$ cat src/fdd_pin_pkg.sv
// Constants shared by the floppy drive pin interface and its testbench
package fdd_pin_pkg;

	// ----------------------------------------
	// Clock
	// ----------------------------------------
	localparam int CLK_PERIOD_NS = 50; // 20 MHz core clock
	localparam int CNT_W = 8;

	// ----------------------------------------
	// Pin timing, in ns, then in cycles rounded up
	// ----------------------------------------
	localparam int STEP_SETUP_NS = 1000; // Direction stable before step
	localparam int STEP_PULSE_NS = 3000; // Low time of one step pulse
	localparam int STEP_RECOVER_NS = 3000; // High time after a step pulse
	localparam int GATE_LEAD_NS = 2000; // Write gate low before first flux edge
	localparam int FLUX_PULSE_NS = 250; // Low time of one write flux pulse
	localparam logic [CNT_W-1:0] STEP_SETUP_CYC = CNT_W'((STEP_SETUP_NS + CLK_PERIOD_NS - 1) / CLK_PERIOD_NS);
	localparam logic [CNT_W-1:0] STEP_PULSE_CYC = CNT_W'((STEP_PULSE_NS + CLK_PERIOD_NS - 1) / CLK_PERIOD_NS);
	localparam logic [CNT_W-1:0] STEP_RECOVER_CYC = CNT_W'((STEP_RECOVER_NS + CLK_PERIOD_NS - 1) / CLK_PERIOD_NS);
	localparam logic [CNT_W-1:0] GATE_LEAD_CYC = CNT_W'((GATE_LEAD_NS + CLK_PERIOD_NS - 1) / CLK_PERIOD_NS);
	localparam logic [CNT_W-1:0] FLUX_PULSE_CYC = CNT_W'((FLUX_PULSE_NS + CLK_PERIOD_NS - 1) / CLK_PERIOD_NS);

	// ----------------------------------------
	// Reset values and field positions
	// ----------------------------------------
	localparam logic PIN_INACTIVE = 1'b1; // Active-low pins idle high
	localparam logic DIR_RESET = 1'b1; // Outward
	localparam logic SIDE_RESET = 1'b1; // Side 0
	localparam int DIGIN_CHANGE_BIT = 7;

	// ----------------------------------------
	// Data rate codes, density modes and step and gate state encodings
	// ----------------------------------------
	typedef enum logic [1:0] {
		RATE_500K = 2'h0,
		RATE_300K = 2'h1,
		RATE_250K = 2'h2,
		RATE_1M = 2'h3
	} rate_t;

	typedef enum logic [1:0] {
		DEN_NORMAL = 2'h0,
		DEN_THREE_MODE = 2'h1,
		DEN_INVERTED = 2'h2,
		DEN_FIXED = 2'h3
	} den_mode_t;

	typedef enum logic [3:0] {
		STEP_IDLE = 4'h1,
		STEP_SETUP = 4'h2,
		STEP_PULSE = 4'h4,
		STEP_RECOVER = 4'h8
	} step_state_t;

	typedef enum logic [2:0] {
		GATE_OFF = 3'h1,
		GATE_LEAD = 3'h2,
		GATE_ON = 3'h4
	} gate_state_t;

endpackage

$ cat src/floppy_drive_pin_interface.sv
// Drive-side pin logic of the floppy controller: outputs to one drive, sensed inputs back
// Contract
// - Drive select pin low selects drive 0, high otherwise.
// - Motor pin low turns drive 0 motor on, high leaves it off.
// - Two density pins encode drive and media per configured density mode.
// - Direction pin 1 moves head outward, 0 moves it inward.
// - One low step pulse per single-track move, high between pulses.
// - Write flux pin gives one falling edge per recorded flux transition.
// - Write gate goes low before write data and only during a write.
// - Side select pin 1 accesses side 0, 0 accesses side 1.
// - Disk change input inverted and returned as bit 7 of digital input.
// - Force-change bits override the reported disk-change status bit.
`timescale 1ns/1ps
module floppy_drive_pin_interface (
	input wire logic mclk_i, // 20 MHz core clock
	input wire logic arst_n_i, // Async reset, active low
	input wire logic sel_req_i, // Controller selects drive 0
	input wire logic motor_req_i, // Controller wants motor on
	input wire fdd_pin_pkg::rate_t rate_i, // Current data rate
	input wire fdd_pin_pkg::den_mode_t den_mode_i, // Density pin mode setting
	input wire logic side1_req_i, // Access side 1 when high
	input wire logic step_valid_i, // Request one track step
	input wire logic step_inward_i, // Step direction, high inward
	output logic step_ready_o, // Step request accepted
	input wire logic write_req_i, // Write in progress, level
	output logic write_ready_o, // Gate lead met, flux may start
	input wire logic flux_valid_i, // One flux transition to record
	output logic flux_ready_o, // Flux request accepted
	input wire logic [1:0] force_change_i, // Force disk change bits
	output logic drive_select_n, // Drive select pin
	output logic motor_on_n, // Motor pin
	output logic density_out_0, // Density pin 0
	output logic density_out_1, // Density pin 1
	output logic head_direction, // Head direction pin
	output logic head_step_n, // Step pin
	output logic write_flux_n, // Write data pin
	output logic write_gate_n, // Write gate pin
	output logic side_select, // Side select pin
	input wire logic index_hole_n, // Index pin
	input wire logic track_zero_n, // Track zero pin
	input wire logic media_changed_n, // Disk change pin
	output logic index_o, // Head at index, level
	output logic index_edge_o, // Index start, one-cycle pulse
	output logic track_zero_o, // Head on outermost track
	output logic [7:0] digin_o // Digital input byte
);
	import fdd_pin_pkg::*;

	// ----------------------------------------
	// Density encoding
	// ----------------------------------------
	// Pins {density_out_1, density_out_0} for a rate in a mode
	function automatic logic [1:0] den_encode(input rate_t rate, input den_mode_t mode);
		logic [1:0] enc;
		enc = 2'h0;
		case (mode)
			DEN_NORMAL: enc = {1'b0, (rate == RATE_500K || rate == RATE_1M)};
			DEN_THREE_MODE: enc = {(rate == RATE_300K), (rate != RATE_250K)};
			DEN_INVERTED: enc = {1'b1, !(rate == RATE_500K || rate == RATE_1M)};
			DEN_FIXED: enc = 2'h0;
			default: enc = 2'h0;
		endcase
		return enc;
	endfunction

	// ----------------------------------------
	// Input synchronisers
	// ----------------------------------------
	logic index_lvl;
	logic trk0_lvl;
	logic chg_lvl;
	logic index_prev;
	logic next_index_prev;

	pin_sync3 #(.RESET_VAL(PIN_INACTIVE)) u_sync_index (
		.mclk_i(mclk_i),
		.arst_n_i(arst_n_i),
		.pin_i(index_hole_n),
		.level_o(index_lvl)
	);

	pin_sync3 #(.RESET_VAL(PIN_INACTIVE)) u_sync_trk0 (
		.mclk_i(mclk_i),
		.arst_n_i(arst_n_i),
		.pin_i(track_zero_n),
		.level_o(trk0_lvl)
	);

	pin_sync3 #(.RESET_VAL(PIN_INACTIVE)) u_sync_chg (
		.mclk_i(mclk_i),
		.arst_n_i(arst_n_i),
		.pin_i(media_changed_n),
		.level_o(chg_lvl)
	);

	// ----------------------------------------
	// Static drive outputs and sensed status
	// ----------------------------------------
	logic next_sel_n;
	logic next_motor_n;
	logic [1:0] next_den;
	logic next_side;
	logic next_index_o;
	logic next_index_edge;
	logic next_trk0_o;
	logic [7:0] next_digin;

	// Pins follow controller requests; status decoded from filtered inputs
	always_comb begin
		next_sel_n = !sel_req_i;
		next_motor_n = !motor_req_i;
		next_den = den_encode(rate_i, den_mode_i);
		next_side = !side1_req_i;
		next_index_prev = index_lvl;
		next_index_o = !index_lvl;
		next_index_edge = index_prev && !index_lvl;
		next_trk0_o = !trk0_lvl;
		next_digin = 8'h00;
		next_digin[DIGIN_CHANGE_BIT] = !chg_lvl || (|force_change_i);
	end

	always_ff @(posedge mclk_i or negedge arst_n_i) begin
		if (!arst_n_i) begin
			drive_select_n <= PIN_INACTIVE;
			motor_on_n <= PIN_INACTIVE;
			{density_out_1, density_out_0} <= 2'h0;
			side_select <= SIDE_RESET;
			index_prev <= PIN_INACTIVE;
			index_o <= 1'b0;
			index_edge_o <= 1'b0;
			track_zero_o <= 1'b0;
			digin_o <= 8'h00;
		end else begin
			drive_select_n <= next_sel_n;
			motor_on_n <= next_motor_n;
			{density_out_1, density_out_0} <= next_den;
			side_select <= next_side;
			index_prev <= next_index_prev;
			index_o <= next_index_o;
			index_edge_o <= next_index_edge;
			track_zero_o <= next_trk0_o;
			digin_o <= next_digin;
		end
	end

	// ----------------------------------------
	// Step sequencer
	// ----------------------------------------
	step_state_t step_state;
	step_state_t next_step_state;
	logic [CNT_W-1:0] step_cnt;
	logic [CNT_W-1:0] next_step_cnt;
	logic next_dir;
	logic next_step_n;

	// Direction settles before the pulse, so the drive never sees a step on a moving level
	assign step_ready_o = (step_state == STEP_IDLE);

	always_comb begin
		next_step_state = step_state;
		next_step_cnt = step_cnt;
		next_dir = head_direction;
		next_step_n = PIN_INACTIVE;
		case (step_state)
			STEP_IDLE: begin
				if (step_valid_i) begin
					next_dir = !step_inward_i;
					next_step_cnt = STEP_SETUP_CYC - 8'h01;
					next_step_state = STEP_SETUP;
				end
			end
			STEP_SETUP: begin
				if (step_cnt == 8'h00) begin
					next_step_n = 1'b0;
					next_step_cnt = STEP_PULSE_CYC - 8'h01;
					next_step_state = STEP_PULSE;
				end else begin
					next_step_cnt = step_cnt - 8'h01;
				end
			end
			STEP_PULSE: begin
				if (step_cnt == 8'h00) begin
					next_step_cnt = STEP_RECOVER_CYC - 8'h01;
					next_step_state = STEP_RECOVER;
				end else begin
					next_step_n = 1'b0;
					next_step_cnt = step_cnt - 8'h01;
				end
			end
			STEP_RECOVER: begin
				if (step_cnt == 8'h00) begin
					next_step_state = STEP_IDLE;
				end else begin
					next_step_cnt = step_cnt - 8'h01;
				end
			end
			default: begin
				next_step_state = STEP_IDLE;
				next_step_cnt = 8'h00;
			end
		endcase
	end

	always_ff @(posedge mclk_i or negedge arst_n_i) begin
		if (!arst_n_i) begin
			step_state <= STEP_IDLE;
			step_cnt <= 8'h00;
			head_direction <= DIR_RESET;
			head_step_n <= PIN_INACTIVE;
		end else begin
			step_state <= next_step_state;
			step_cnt <= next_step_cnt;
			head_direction <= next_dir;
			head_step_n <= next_step_n;
		end
	end

	// ----------------------------------------
	// Write gate and flux pulses
	// ----------------------------------------
	gate_state_t gate_state;
	gate_state_t next_gate_state;
	logic [CNT_W-1:0] gate_cnt;
	logic [CNT_W-1:0] next_gate_cnt;
	logic [CNT_W-1:0] flux_cnt;
	logic [CNT_W-1:0] next_flux_cnt;
	logic next_gate_n;
	logic next_flux_n;

	// Flux taken only with the lead met, the write still asked for and no pulse in flight,
	// so a pulse can never start on the edge at which the gate is released
	assign write_ready_o = (gate_state == GATE_ON);
	assign flux_ready_o = write_ready_o && write_req_i && (flux_cnt == 8'h00);

	always_comb begin
		next_gate_state = gate_state;
		next_gate_cnt = gate_cnt;
		next_gate_n = PIN_INACTIVE;
		case (gate_state)
			GATE_OFF: begin
				if (write_req_i) begin
					next_gate_n = 1'b0;
					next_gate_cnt = GATE_LEAD_CYC - 8'h01;
					next_gate_state = GATE_LEAD;
				end
			end
			GATE_LEAD: begin
				next_gate_n = !write_req_i;
				if (!write_req_i) begin
					next_gate_state = GATE_OFF;
				end else if (gate_cnt == 8'h00) begin
					next_gate_state = GATE_ON;
				end else begin
					next_gate_cnt = gate_cnt - 8'h01;
				end
			end
			GATE_ON: begin
				// Gate held until the last flux pulse has finished
				next_gate_n = !(write_req_i || flux_cnt != 8'h00);
				if (next_gate_n) begin
					next_gate_state = GATE_OFF;
				end
			end
			default: begin
				next_gate_state = GATE_OFF;
				next_gate_cnt = 8'h00;
			end
		endcase
	end

	// Each accepted flux request gives one falling edge and a fixed low time
	always_comb begin
		next_flux_cnt = flux_cnt;
		next_flux_n = PIN_INACTIVE;
		if (flux_cnt != 8'h00) begin
			next_flux_cnt = flux_cnt - 8'h01;
			next_flux_n = (flux_cnt == 8'h01);
		end else if (flux_valid_i && flux_ready_o) begin
			next_flux_cnt = FLUX_PULSE_CYC;
			next_flux_n = 1'b0;
		end
	end

	always_ff @(posedge mclk_i or negedge arst_n_i) begin
		if (!arst_n_i) begin
			gate_state <= GATE_OFF;
			gate_cnt <= 8'h00;
			flux_cnt <= 8'h00;
			write_gate_n <= PIN_INACTIVE;
			write_flux_n <= PIN_INACTIVE;
		end else begin
			gate_state <= next_gate_state;
			gate_cnt <= next_gate_cnt;
			flux_cnt <= next_flux_cnt;
			write_gate_n <= next_gate_n;
			write_flux_n <= next_flux_n;
		end
	end
endmodule

$ cat src/pin_sync3.sv
// Three-stage input synchroniser with second/third stage agreement
`timescale 1ns/1ps
module pin_sync3 #(
	parameter logic RESET_VAL = 1'b1
) (
	input wire logic mclk_i, // Core clock
	input wire logic arst_n_i, // Async reset, active low
	input wire logic pin_i, // Raw pin
	output logic level_o // Filtered level
);
	logic s1;
	logic s2;
	logic s3;
	logic next_level;

	// ----------------------------------------
	// Accept a change only when stages two and three agree
	// ----------------------------------------
	always_comb begin
		next_level = level_o;
		if (s2 == s3) begin
			next_level = s3;
		end
	end

	// Stage one feeds stage two only, to keep metastability contained
	always_ff @(posedge mclk_i or negedge arst_n_i) begin
		if (!arst_n_i) begin
			s1 <= RESET_VAL;
			s2 <= RESET_VAL;
			s3 <= RESET_VAL;
			level_o <= RESET_VAL;
		end else begin
			s1 <= pin_i;
			s2 <= s1;
			s3 <= s2;
			level_o <= next_level;
		end
	end
endmodule

$ cat config.mk
export PLATFORM = sky130hd
export DESIGN_NAME = floppy_drive_pin_interface
export DESIGN_NICKNAME = d
export VERILOG_FILES = /design/src/fdd_pin_pkg.sv /design/src/floppy_drive_pin_interface.sv /design/src/pin_sync3.sv
export SDC_FILE = /design/constraint.sdc
export NUM_CORES = 1
export LEC_CHECK = 0
export BUFFER_PORTS_ARGS = -buffer_cell sky130_fd_sc_hd__buf_2
export CORE_MARGIN = 2
export CORE_UTILIZATION = 50
export DETAILED_ROUTE_END_ITERATION = 16
export MAX_ROUTING_LAYER = met4
export PLACE_DENSITY = 0.78
export SYNTH_ARGS = -nofsm -noshare
export SYNTH_HDL_FRONTEND = slang
export SYNTH_SLANG_ARGS = --single-unit
$ cat constraint.sdc
create_clock -name mclk_i -period 3.2 [get_ports mclk_i]
set_clock_uncertainty 0.1 [all_clocks]
set_input_delay 0.48 -clock mclk_i [delete_from_list [all_inputs] [get_ports mclk_i]]
set_output_delay 0.48 -clock mclk_i [all_outputs]
set_load 0.005 [all_outputs]
Word-level counts from Yosys, hierarchy flattened
Index checks and enable logic that the tools add are counted.
{ "totals": {"inputBits": 18, "register_bits": 57, "word_cells": 121, "output_inout_bits": 23} }
{ "classes": {"n_mux": 28, "n_eq_ne": 27, "bitwise": 1, "n_addsub": 3, "reduce_logical": 31} }
{ "ops": {"columns": ["op", "count"], "rows": [
  ["8-bit 2-to-1 mux", 8],
  ["8-bit case mux with 3 select lines", 2],
  ["8-bit zero test", 3],
  ["8-bit by 1-bit subtractor with 8-bit output, second input constant", 3],
  ["2-bit != test, second input constant", 10],
  ["4-bit 2-to-1 mux", 4],
  ["4-bit case mux with 4 select lines", 1],
  ["3-bit 2-to-1 mux", 4],
  ["1-bit zero test", 10],
  ["3-bit case mux with 3 select lines", 1],
  ["8-bit by 1-bit equality test with 1-bit output, second input constant", 1],
  ["2-bit case mux with 4 select lines", 1],
  ["4-bit AND reduction", 2],
  ["8-bit nonzero test", 1],
  ["2-bit equality test, second input constant", 3],
  ["1-bit 2-to-1 mux", 5],
  ["2-bit by 1-bit equality test with 1-bit output, second input constant", 2],
  ["4-bit by 1-bit equality test with 1-bit output, second input constant", 1],
  ["4-bit by 2-bit equality test with 1-bit output, second input constant", 1],
  ["4-bit by 3-bit equality test with 1-bit output, second input constant", 1],
  ["4-bit equality test, second input constant", 1],
  ["1-bit logical AND", 4],
  ["2-bit zero test", 2],
  ["2-bit AND reduction", 2],
  ["12 further kinds", 17]
]} }

Longest topological paths before layout
Gate-level depths: netlist of the first run.
{ "logic_depth": {"depth_word": 6, "depth_mapped": 8, "ltp_nobuf": 8} }

Hierarchy
Synthesis of the first run repeated with hierarchy kept, for this count alone.
{ "unflattened": {"hier_cells": 268, "hier_area_um2": 2815.2} }
{ "by_module_without_submodules": {"columns": ["mod", "n_inst", "seq_area_each_um2", "area_per_inst_um2", "cells_per_inst"], "rows": [
  ["floppy_drive_pin_interface", 1, 1138.6, 2466.1, 253],
  ["pin_sync3", 3, 105.1, 116.4, 5]
]} }

Least setup slack after synthesis of the first run
OpenSTA, ideal clock, no wires.
{ "synth_timing": {"path_kind": "flip-flop to flip-flop", "from": "register step_cnt[0]", "to": "register step_cnt[4]", "path_stages_with_launch": 8, "setup_time_ns": 0.122, "period_less_slack_ns": 2.081, "arrival_ns": 1.859, "n_path_buf": 0, "setup_slack_ns": 1.119, "required_ns": 2.978, "cell_sequence": "dfrtp_1 inv_1 ha_1 or3b_2 nor2_8 nor2_2 o311a_1 a32o_1"} }
{ "synth_via": {"elab_chain_cells": 3, "word_cells_on_any_way": 7, "cone_classes": "add/sub: 1; eq/ne: 1; mux: 3; reduce/logical: 2"} }
{ "synth_rtl": {"columns": ["element", "line_no", "rtl"], "rows": [
  ["start: declaration", "floppy_drive_pin_interface.sv:151", "logic [CNT_W-1:0] step_cnt;"],
  ["start signal: assignment", "floppy_drive_pin_interface.sv:212", "step_cnt <= next_step_cnt;"],
  ["8-bit by 1-bit subtractor with 8-bit output / 8-bit zero test (equally long branches)", null, null],
  ["8-bit 2-to-1 mux, or another cell as far along", "floppy_drive_pin_interface.sv:191", "if (step_cnt == 8'h00) begin"],
  ["8-bit case mux with 3 select lines / 2-bit AND reduction (equally long branches)", null, null]
]} }
Parallel ways exist; a longest one is shown, timed or not. The select of a mux whose other input is x is not followed.
A chain may end at the register's enable or synchronous reset.

Final worst setup path of the first run
{ "layout_timing": {"from": "register flux_cnt[0]", "to": "output port flux_ready_o"} }
{ "layout_via": {"elab_chain_cells": 2} }
{ "layout_rtl": {"columns": ["element", "line_no", "rtl"], "rows": [
  ["start: declaration", "floppy_drive_pin_interface.sv:225", "logic [CNT_W-1:0] flux_cnt;"],
  ["start signal: assignment", "floppy_drive_pin_interface.sv:294", "flux_cnt <= next_flux_cnt;"],
  ["8-bit zero test", "floppy_drive_pin_interface.sv:233", "assign flux_ready_o = write_ready_o && write_req_i && (flux_cnt == 8'h00);"],
  ["1-bit logical AND", "floppy_drive_pin_interface.sv:233", null],
  ["end: declaration", "floppy_drive_pin_interface.sv:28", "output logic flux_ready_o,"]
]} }
Every way passes these cells.

==> results of run 1 <==
-- area by class of cell --
cell class / instances / area [µm²] / share of cell area
Clock buffer: 13 / 158.9 / 0.04898
Sequential cell: 57 / 1454 / 0.4481
Multi-Input combinational cell: 193 / 1235 / 0.3806
Inverter: 23 / 86.33 / 0.02661
Tap cell: 72 / 90.09 / 0.02777
Timing Repair Buffer: 35 / 180.2 / 0.05553
Clock inverter: 3 / 40.04 / 0.01234
-- flip-flops by register name (all words and copies together) (netlist names), 3 cells and up --
signal / flops
flux_cnt: 8
step_cnt: 8
gate_cnt: 8
gate_state: 3
step_state: 4
-- per-stage QoR --
stage               total power (W)  utilization
floorplan                  0.001824            -
global placement           0.002011       0.5531
detailed placement         0.002038       0.5531
CTS                        0.002717       0.5892
global route               0.002908       0.5892
finish                     0.002706       0.5892
-- cell usage after synthesis, types with 2 or more instances --
library cell,number,share of area
a21oi_1,12,0.021
a22oi_1,2,0.0053
a31oi_1,4,0.0088
and3_1,3,0.0066
buf_2,2,0.0035
buf_4,8,0.021
clkbuf_1,5,0.0066
dfrtp_1,35,0.31
dfstp_2,22,0.20
ha_1,8,0.035
inv_1,23,0.030
maj3_1,3,0.011
nand2_1,13,0.017
nand2b_1,5,0.011
nand3_1,5,0.0088
nand4_1,3,0.0066
nand4b_1,2,0.0062
nor2_1,24,0.032
nor2b_1,8,0.018
nor3_1,15,0.026
nor3b_1,3,0.0079
nor4_1,2,0.0044
o21ai_0,19,0.033
o22ai_1,3,0.0066
o31a_1,2,0.0062
o31ai_1,9,0.024
o32a_1,2,0.0070
or3_1,3,0.0066
xnor2_1,5,0.015
xor2_1,8,0.025
-- layer usage --
layer	global-route usage	vias up	routed length, µm
li1	-	1058	-
met1	0.2306	1038	2330
met2	0.2706	60	2251
met3	0.03959	11	226
met4	0.09655	0	108
met5	-	-	0
-- final timing paths --
path,to,slack (ns),startpoint
worst max-delay path,flux_ready_o,0.69,flux_cnt[0]
worst min-delay path,u_sync_index.s1,0.14,index_hole_n
worst max register to register,step_cnt[4],0.96,step_cnt[0]
worst min register to register,u_sync_chg.s2,0.26,u_sync_chg.s1
max in group asynchronous,gate_state[1],2.36,arst_n_i
min in group asynchronous,step_cnt[2],0.17,arst_n_i
-- kinds of logic (layout without fill, tap and decap cells) --
logic type	after synthesis	after routing	synth area share
XOR/XNOR	13	13	0.04002
multiplexers	2	2	0.007476
AND/OR/NAND/NOR	95	95	0.1807
other	1	7	0.001318
flip-flops	57	57	0.5110
buffers and inverters	39	74	0.06288
adder cells (fa/ha/maj)	11	11	0.04574
AO/OA/AOI/OAI	65	65	0.1508
-- power groups by stage --
stage / Combinational [W] / Sequential, W / Clock (W)
global route: 0.00104 / 0.00115 / 0.000715
detailed placement: 0.000912 / 0.00113 / 0
finish: 0.000918 / 0.00112 / 0.000667
CTS: 0.000918 / 0.00111 / 0.000685
global placement: 0.000891 / 0.00112 / 0
floorplan: 0.000772 / 0.00105 / 0
==> impl_results.md, run 1 <==
* Layout net count at 345
* WL final at 4916 µm
* Post-synth top flop: dfrtp_1
* Hold WS at 0.1426 ns
* Non-Filler Instances at 396
* Effective utilization at floorplan at 0.5167
* H-tree levels at 3
* Min-delay worst type: in -> reg
* Critical Path Slowest Stage Cell: dfrtp_1
* WL/cell at 12.41 µm
* Final period utilization at 0.7854
* Post-CTS setup buffer count at 0
* Gr usage total at 0.1809
* Area growth syn-to-layout at 14.03%
* Vias in the first global route at 2,007
* Max Slew Vio Count at 0
* Req. time, crit path at 2.62 ns
* Post-synth EDFFs at 0
* Hold-fix buffers at CTS at 0
* Critical path capture point type: output pin
* CTS resizes at 0
* Final instance area at 3244 µm²
* Post-DP Area at 3045 µm²
* Clock share of power at 0.246
* Placed Cells at 380
* Router iterations before antenna repair at 4
* Min-Delay Path Depth at 1
* Arrival time worst endpoint at 1.93 ns
* Seq pwr share at 0.414
* Internal power at 0.001730 W
* Max cap viols at 0
* Clk sinks at 57
* Pwr Density at 834.2 nW/µm²
* DR iter-0 viols at 57
* CTS clk-pin slew, worst paths at 0.07 ns
* Number of synthesized register bits at 57
* Diodes inserted at 0
* I/O Buffers at 33
* I/O pin count at 41
* Root Buffer: clkbuf_8
* Final ANT Viol Nets at 0
* Cell mode on critical path: inv_1
* CP delay by family, top: simple AND/OR/NAND/NOR gates
* Async SR Flop Fraction at 1.000
* Row Count at 27
* Peak supply drop at 0.0002898 V
* Final WS setup at 0.6868 ns
* RSZ-0062 raised after global routing: no
* Avg Vias per Cell at 5.472
* Sequential fraction of the synthesis area at 0.5110
* Global route total overflow at 0
* Logic pwr share at 0.339
* Num CTS Buffers at 9
* Largest net degree at the start of global routing at 58
* CTS tree: done
* Crit path buf inv count at 3
* Worst R2R Path Depth at 7
* Die Y at 79.44 µm
* Setup TNS at 0 ns
* Worst-Margin Slew at 0.6818 ns
* Final Critical Period at 2.513 ns
* First-pass GRT wire length at 8714 µm
* Net Sw Frac at 0.3608
* Total die area at 6310 µm²
* Clock buffer depth at 2
* Worst Path Max Fanout at 7
* Worst rel slew slack at 0.5455
* Core area at 5507 µm²
* Commonest non-fill, non-tap cell in the layout: dfrtp_1
* Residual DRC at 0
* Final setup violating endpoints at 0
* Cell Chain, Critical Path: inv_1 > ha_1 > nor2b_1 > nand3_1 > inv_1 > and3_1 > buf_2
* Syn Area/Cell at 10.05 µm²
* Chip width at 79.44 µm
* Pre-CTS WS at 0.9929 ns
* Hpwl dp at 3473 µm
* Final Hold Violating Endpoints at 0
* Status: finished clean
* Commonest cells after routing, fill and taps aside: dfrtp_1, buf_2, nor2_1, inv_1, dfstp_2
* Share of cells above drive strength 1 at 0.2593
* Post-Syn Area at 2845 µm²
* Filler Cell Count at 481
* Initial antenna violation count at 0
* CP Launch Type: flop
* Post-synthesis cell type count at 55
* Vias at 2,167
* Leakage at 1.490 nW
* WS Path Type: reg -> out
* Max frequency at 397.9 MHz
* Mapped Cells at 283
* Crit. path cell count at 7
* P_sw at 0.0009764 W
* RePlAce Congestion at 0.8723
* Clock Latency Late Sink at 0.34 ns
* Syn. warnings at 0
* Worst path max stage delay at 0.43 ns
No activity file was read; power rests on OpenSTA's default activity.
==> inputs of run 2 (changes only) <==
==> constraint.sdc (replaced) <==
create_clock -name mclk_i -period 2.4 [get_ports mclk_i]
set_clock_uncertainty 0.1 [all_clocks]
set_input_delay 0.36 -clock mclk_i [delete_from_list [all_inputs] [get_ports mclk_i]]
set_output_delay 0.36 -clock mclk_i [all_outputs]
set_load 0.005 [all_outputs]
==> impl_results.md, run 2 (synthesis gave the netlist of run 1 again) <==
* Chip width at 79.44 µm (unchanged)
* Vias in the first global route at 2,050 (was 2,007)
* Arrival time worst endpoint at 1.79 ns (was 1.93 ns)
* Cell mode on critical path: inv_1 (unchanged)
* Final ANT Viol Nets at 0 (unchanged)
* Met1 Track Usage GR at 0.2513 (was 0.2306)
* Busiest grt layer: met2 (unchanged)
* CTS resizes at 0 (unchanged)
* H-tree levels at 3 (unchanged)
* Effective utilization at floorplan at 0.5167 (unchanged)
* Leakage at 1.529 nW (was 1.490 nW)
* First-pass GRT wire length at 9225 µm (was 8714 µm)
* Status: finished clean (unchanged)
* Final core occ at 0.6015 (was 0.5892)
* DR iter-0 viols at 135 (was 57)
* Reg2reg setup slack at 0.17 ns (was 0.96 ns)
* Met2 usage in global routing at 0.2966 (was 0.2706)
* Final Hold Violating Endpoints at 0 (unchanged)
* Hpwl dp at 3868 µm (was 3473 µm)
* Post-CTS setup buffer count at 0 (unchanged)
* WL/cell at 13.57 µm (was 12.41 µm)
* Worst rel slew slack at 0.6670 (was 0.5455)
* Crit. path cell count at 7 (unchanged)
* Gr usage total at 0.1991 (was 0.1809)
* Critical path capture point type: output pin (unchanged)
* Worst Path Max Fanout at 5 (was 7)
* Max cap viols at 0 (unchanged)
* Crit path buf inv count at 3 (unchanged)
* Largest net degree at the start of global routing at 58 (unchanged)
* Setup TNS at 0 ns (unchanged)
* Worst setup endpoint: flux_ready_o (unchanged)
* Worst R2R Path Depth at 7 (unchanged)
* Die Y at 79.44 µm (unchanged)
* CTS tree: done (unchanged)
* Num CTS Buffers at 9 (unchanged)
* Worst-Margin Slew at 0.4953 ns (was 0.6818 ns)
* Pwr Density at 1111 nW/µm² (was 834.2 nW/µm²)
* Residual DRC at 0 (unchanged)
* RePlAce Congestion at 0.8834 (was 0.8723)
* Core area at 5507 µm² (unchanged)
* Final period utilization at 0.9395
* WL final at 5467 µm (was 4916 µm)
* Global route total overflow at 0 (unchanged)
* Commonest cells after routing, fill and taps aside: dfrtp_1, buf_2, nor2_1, inv_1, dfstp_2 (unchanged)
* CP delay by family, top: simple AND/OR/NAND/NOR gates (unchanged)
* Max frequency at 443.5 MHz
* Cell Chain, Critical Path: inv_1 > ha_1 > nor2b_1 > nand3_1 > inv_1 > and3_1 > buf_2 (unchanged)
* I/O Buffers at 33 (unchanged)
* Root Buffer: clkbuf_8 (unchanged)
* RR Endpoint: step_cnt[4] (unchanged)
* Crit path launch: flux_cnt[0] (unchanged)
* Share of cells above drive strength 1 at 0.2719 (was 0.2593)
* Area growth syn-to-layout at 16.40% (was 14.03%)
* Row Count at 27 (unchanged)
* Router iterations before antenna repair at 4 (unchanged)
* CP Launch Type: flop (unchanged)
* Commonest non-fill, non-tap cell in the layout: dfrtp_1 (unchanged)
* Clock Latency Late Sink at 0.34 ns (about the same)
* RSZ-0062 raised after global routing: no (unchanged)
* Max Slew Vio Count at 0 (unchanged)
* WS Path Type: reg -> out (unchanged)
* Met3 GRT Util at 0.03959 (unchanged)
* Req. time, crit path at 1.94 ns (was 2.62 ns)
* Pwr Total at 0.003679 W (was 0.002706 W)
* Diodes inserted at 0 (unchanged)
* Final setup violating endpoints at 0 (unchanged)
* CTS clk-pin slew, worst paths at 0.07 ns (about the same)
* Worst path max stage delay at 0.42 ns (was 0.43 ns)
* Initial antenna violation count at 0 (unchanged)
* Reg-to-Reg Start: step_cnt[0] (unchanged)
* Total die area at 6310 µm² (unchanged)
* Final Critical Period at 2.255 ns
* Layout net count at 352 (was 345)
* Min-delay worst type: in -> reg (unchanged)
* Vias at 2,194 (was 2,167)
* Hold WS at 0.01791 ns (was 0.1426 ns)
* Peak supply drop at 0.0004881 V (was 0.0002898 V)
* Clock buffer depth at 2 (unchanged)
* Avg Vias per Cell at 5.444 (was 5.472)
* Clk sinks at 57 (unchanged)
* Top Registers: flux_cnt (8), gate_cnt (8), step_cnt (8) (unchanged)
* Hold-fix buffers at CTS at 1 (was 0)
* I/O pin count at 41 (unchanged)
* Critical Path Slowest Stage Cell: dfrtp_1 (unchanged)
==> run 2: worst reg2reg max path, stage by stage (launching register included) <==
cell and delay (ns):
dfrtp_1 0.40, inv_1 0.09, ha_1 0.14, or3b_2 0.56, nor2_8 0.18, nor2_2 0.07
o311a_1 0.37, a32o_1 0.22
==> run 2: layout make-up <==
class	instances	area [µm²]
inverter	23	86.33
sequential	57	1454
clock buffer	13	158.9
multi-input combinational	193	1235
tap	72	90.09
clock inverter	3	40.04
fill	480	2195
timing repair buffer	42	247.7
==> run 2: routing by layer <==
| metal | up-vias | routed length (µm) | part of all wire |
|---|---|---|---|
| met1 | 1047 | 2447 | 0.45 |
| met2 | 64 | 2656 | 0.49 |
| met3 | 11 | 278 | 0.051 |
| met5 | - | 0 | 0 |
| met4 | 0 | 85 | 0.016 |
| li1 | 1072 | - | - |
==> run 2: worst min-delay path by stage <==
stage | start | endpoint | slack [ns] | depth (start not counted)
2_1_floorplan | arst_n_i | density_out_0 | -0.04 | 0
3_3_place_gp | u_sync_index.s1 | u_sync_index.s2 | 0.25 | 0
3_5_place_dp | u_sync_index.s1 | u_sync_index.s2 | 0.25 | 0
4_1_cts | media_changed_n | u_sync_chg.s1 | 0.004 | 1
5_1_grt | media_changed_n | u_sync_chg.s1 | 0.002 | 1
6_report | index_hole_n | u_sync_index.s1 | 0.02 | 1
==> run 2: per-stage QoR <==
| step | area [µm²] | setup WS, ns | instances |
|---|---|---|---|
| after global placement | 3103 | 0.2294 | 386 |
| after global routing | 3312 | 0.01811 | 403 |
| after detailed placement | 3103 | 0.1705 | 386 |
| after floorplan | 2868 | 0.3194 | 289 |
| final | 3312 | 0.1451 | 403 |
| after CTS | 3312 | 0.1117 | 403 |
==> run 2: power breakdown <==
group          internal [W]  switching, W  leakage (nW)
combinational      0.000575      0.000738         0.753
sequential          0.00123      0.000243         0.673
clock              0.000533      0.000363         0.103
==> inputs of run 3 (changes only) <==
--- a/config.mk
+++ b/config.mk
@@ -5,6 +5,7 @@
 export SDC_FILE = /design/constraint.sdc
 export NUM_CORES = 1
 export LEC_CHECK = 0
+export ABC_AREA = 1
 export BUFFER_PORTS_ARGS = -buffer_cell sky130_fd_sc_hd__buf_2
 export CORE_MARGIN = 2
 export CORE_UTILIZATION = 50
==> impl_results.md, run 3 <==
* Initial antenna violation count at 0 (unchanged)
* Post-synth top flop: dfrtp_1 (unchanged)
* Final WS setup at 0.2072 ns (was 0.1451 ns)
* Post-synthesis cell type count at 34 (was 55)
* I/O Buffers at 33 (unchanged)
* Final period utilization at 0.9137 (was 0.9395)
* Compound-cell area share of the yosys netlist at 0.05976 (was 0.1508)
* Max frequency at 456.0 MHz (was 443.5 MHz)
* Critical path capture point type: output pin (unchanged)
* Main combinational cell family by area after synthesis: simple AND/OR/NAND/NOR gates (unchanged)
* WL/cell at 11.71 µm (was 13.57 µm)
* Core area at 5574 µm² (was 5507 µm²)
* Synth cell count leaders: nand2_1, inv_1, dfrtp_1, nor2_1, nand3_1 (was dfrtp_1, nor2_1, inv_1, dfstp_2, o21ai_0)
* Row Count at 27 (unchanged)
* Worst path max stage delay at 0.36 ns (was 0.42 ns)
* Area growth syn-to-layout at 16.08% (was 16.40%)
* Pwr Total at 0.004093 W (was 0.003679 W)
* Cell mode on critical path: inv_1 (unchanged)
* Arrival time worst endpoint at 1.73 ns (was 1.79 ns)
* Worst Path Max Fanout at 5 (unchanged)
* Effective utilization at floorplan at 0.5221 (was 0.5167)
* Global route total overflow at 0 (unchanged)
* Max cap viols at 0 (unchanged)
* Seq pwr share at 0.359 (was 0.400)
* Net Sw Frac at 0.4205 (was 0.3651)
* Met2 usage in global routing at 0.3433 (was 0.2966)
* Worst rel slew slack at 0.5875 (was 0.6670)
* Met3 GRT Util at 0.07416 (was 0.03959)
* Final Hold Violating Endpoints at 0 (unchanged)
* Setup TNS at 0 ns (unchanged)
* Final ANT Viol Nets at 0 (unchanged)
* RePlAce Congestion at 0.9076 (was 0.8834)
* Number of synthesized register bits at 57 (unchanged)
* Reg area at 1454 µm² (unchanged)
* Internal power at 0.002372 W (was 0.002336 W)
* Pwr Density at 1212 nW/µm² (was 1111 nW/µm²)
* Cell with the most instances after synthesis: nand2_1 (was dfrtp_1)
* CTS clk-pin slew, worst paths at 0.07 ns (about the same)
* H-tree levels at 3 (unchanged)
* Clk sinks at 57 (unchanged)
* Req. time, crit path at 1.94 ns (about the same)
* DR iter-0 viols at 84 (was 135)
* RSZ-0062 raised after global routing: no (unchanged)
* Peak supply drop at 0.0007469 V (was 0.0004881 V)
* Post-Syn Area at 2910 µm² (was 2845 µm²)
* Top Registers: flux_cnt (8), gate_cnt (8), step_cnt (8) (unchanged)
* Area taken by multi-input logic gates at 1181 µm² (was 1235 µm²)
* Vias at 2,282 (was 2,194)
* CP Launch Type: flop (unchanged)
* I/O pin count at 41 (unchanged)
* Router iterations before antenna repair at 4 (unchanged)
* Final core occ at 0.6061 (was 0.6015)
* WL final at 5411 µm (was 5467 µm)
* Pre-CTS WS at 0.5949 ns (was 0.1705 ns)
* Post-synthesis mux area share at 0 (was 0.007476)
* Residual DRC at 0 (unchanged)
* Diodes inserted at 0 (unchanged)
* Sequential fraction of the synthesis area at 0.4996 (was 0.5110)
* Clock share of power at 0.221 (was 0.243)
* Met1 Track Usage GR at 0.1956 (was 0.2513)
* Root Buffer: clkbuf_8 (unchanged)
* Post-Synth Adder-Cell Area at 0.04471 (was 0.04573)
* Cell Chain, Critical Path: inv_1 > nand2_1 > nor2_1 > nand2_2 > nor2_4 > inv_1 > nor3_1 > buf_2 (was inv_1 > ha_1 > nor2b_1 > nand3_1 > inv_1 > and3_1 > buf_2)
* Logic pwr share at 0.420 (was 0.357)
* Busiest grt layer: met2 (unchanged)
* Syn. warnings at 0 (unchanged)
* Async SR Flop Fraction at 1.000 (unchanged)
* First-pass GRT wire length at 9301 µm (was 9225 µm)
* Gr usage total at 0.1968 (was 0.1991)
* Chip width at 80.29 µm (was 79.44 µm)
* Total die area at 6446 µm² (was 6310 µm²)
* CTS tree: done (unchanged)
* Mapped Cells at 337 (was 283)
* Avg Vias per Cell at 4.939 (was 5.444)
* Hpwl dp at 3950 µm (was 3868 µm)
* Share of cells above drive strength 1 at 0.2590 (was 0.2719)
* Commonest cells after routing, fill and taps aside: nand2_1, inv_1, dfrtp_1, buf_2, nor2_1 (was dfrtp_1, buf_2, nor2_1, inv_1, dfstp_2)
* Critical Path Slowest Stage Cell: dfrtp_1 (unchanged)
* Synth Area in XOR/XNOR at 0.01806 (was 0.04002)
* P_sw at 0.001721 W (was 0.001343 W)
* Clock Latency Late Sink at 0.34 ns (about the same)
* Largest net degree at the start of global routing at 30 (was 58)
* Commonest non-fill, non-tap cell in the layout: nand2_1 (was dfrtp_1)
* Status: finished clean (unchanged)
* Clock buffer depth at 2 (unchanged)
* Worst-Margin Slew at 0.6188 ns (was 0.4953 ns)
* Post-synth EDFFs at 0 (unchanged)
* Num CTS Buffers at 9 (unchanged)
* WS Path Type: reg -> out (unchanged)
* Syn Area/Cell at 8.636 µm² (was 10.05 µm²)
* Min-delay worst type: in -> reg (unchanged)
* Share of the synthesized area in the top cell type at 0.3009 (was 0.3078)
* Max Slew Vio Count at 0 (unchanged)
* Leading area contributor after synthesis: dfrtp_1 (unchanged)
* Final Critical Period at 2.193 ns (was 2.255 ns)
* Largest cells by area after synthesis: dfrtp_1, dfstp_2, nand2_1, inv_1, nand3_1 (was dfrtp_1, dfstp_2, ha_1, o21ai_0, nor2_1)
* Die Y at 80.29 µm (was 79.44 µm)
* Leakage at 1.749 nW (was 1.529 nW)
* Simple-Gate Fraction of Synth Area at 0.2743 (was 0.1807)
* Final setup violating endpoints at 0 (unchanged)
* Vias in the first global route at 2,296 (was 2,050)
* Filler Cell Count at 480 (unchanged)
* Layout net count at 411 (was 352)
-- run 3: metrics by stage --
stage | hold WS [ns] | cell area (µm²) | std cells
final | 0.01962 | 3378 | 462
after global routing | 0.005603 | 3378 | 462
after CTS | 0.003392 | 3368 | 461
after detailed placement | 0.2470 | 3136 | 442
after global placement | 0.2457 | 3136 | 442
after floorplan | -0.03559 | 2933 | 343
-- run 3: worst paths after layout --
kind                                from        endpoint  slack (ns)  depth (start not counted)
max in group asynchronous       arst_n_i     side_select        1.01                          3
min in group asynchronous       arst_n_i      digin_o[7]        0.47                          2
min                            sel_req_i  drive_select_n        0.02                          2
max reg2reg                  gate_cnt[0]     gate_cnt[6]        0.75                          7
max                          flux_cnt[5]    flux_ready_o        0.21                          8
min reg2reg                u_sync_chg.s1   u_sync_chg.s2        0.25                          0
-- run 3: cells by family (layout without fill, tap and decap cells) --
kind of cell,Yosys count,count (layout)
AND/OR/NAND/NOR,166,166
adder cells (fa/ha/maj),11,11
other,1,7
AO/OA/AOI/OAI,28,28
flip-flops,57,57
buffers and inverters,68,115
XOR/XNOR,6,6
-- run 3: timing repair --
action | CTS | global route
endpoints found under the hold margin | 13 | 1
buffers inserted | 0 | 0
hold buffers | 3 | 1
gates resized for setup | 0 | 0
-- run 3: metal layers --
layer,routed length (µm),share of wire
met5,0,0
met4,99,0.018
met3,285,0.053
met2,2787,0.52
met1,2238,0.41
-- run 3: power by group through the flow --
stage               combinational, W  sequential, W  clock, W
global route                 0.00197        0.00150  0.000977
global placement             0.00162        0.00147         0
floorplan                    0.00136        0.00145         0
detailed placement           0.00170        0.00148         0
finish                       0.00172        0.00147  0.000904
CTS                          0.00173        0.00147  0.000932
-- run 3: final cells by class --
class,count,share of cell area
Clock buffer,9,0.03667
Sequential cell,57,0.4304
Multi-Input combinational cell,218,0.3496
Clock inverter,7,0.02333
Tap cell,72,0.02667
Inverter,60,0.06815
Timing Repair Buffer,39,0.06519
-- run 3: critical path, delay by kind of cell (launching register included) --
family	cells	cell delay, ns
and+or+nand+nor	5	0.73
DFF	1	0.36
buffers and inverters	3	0.31
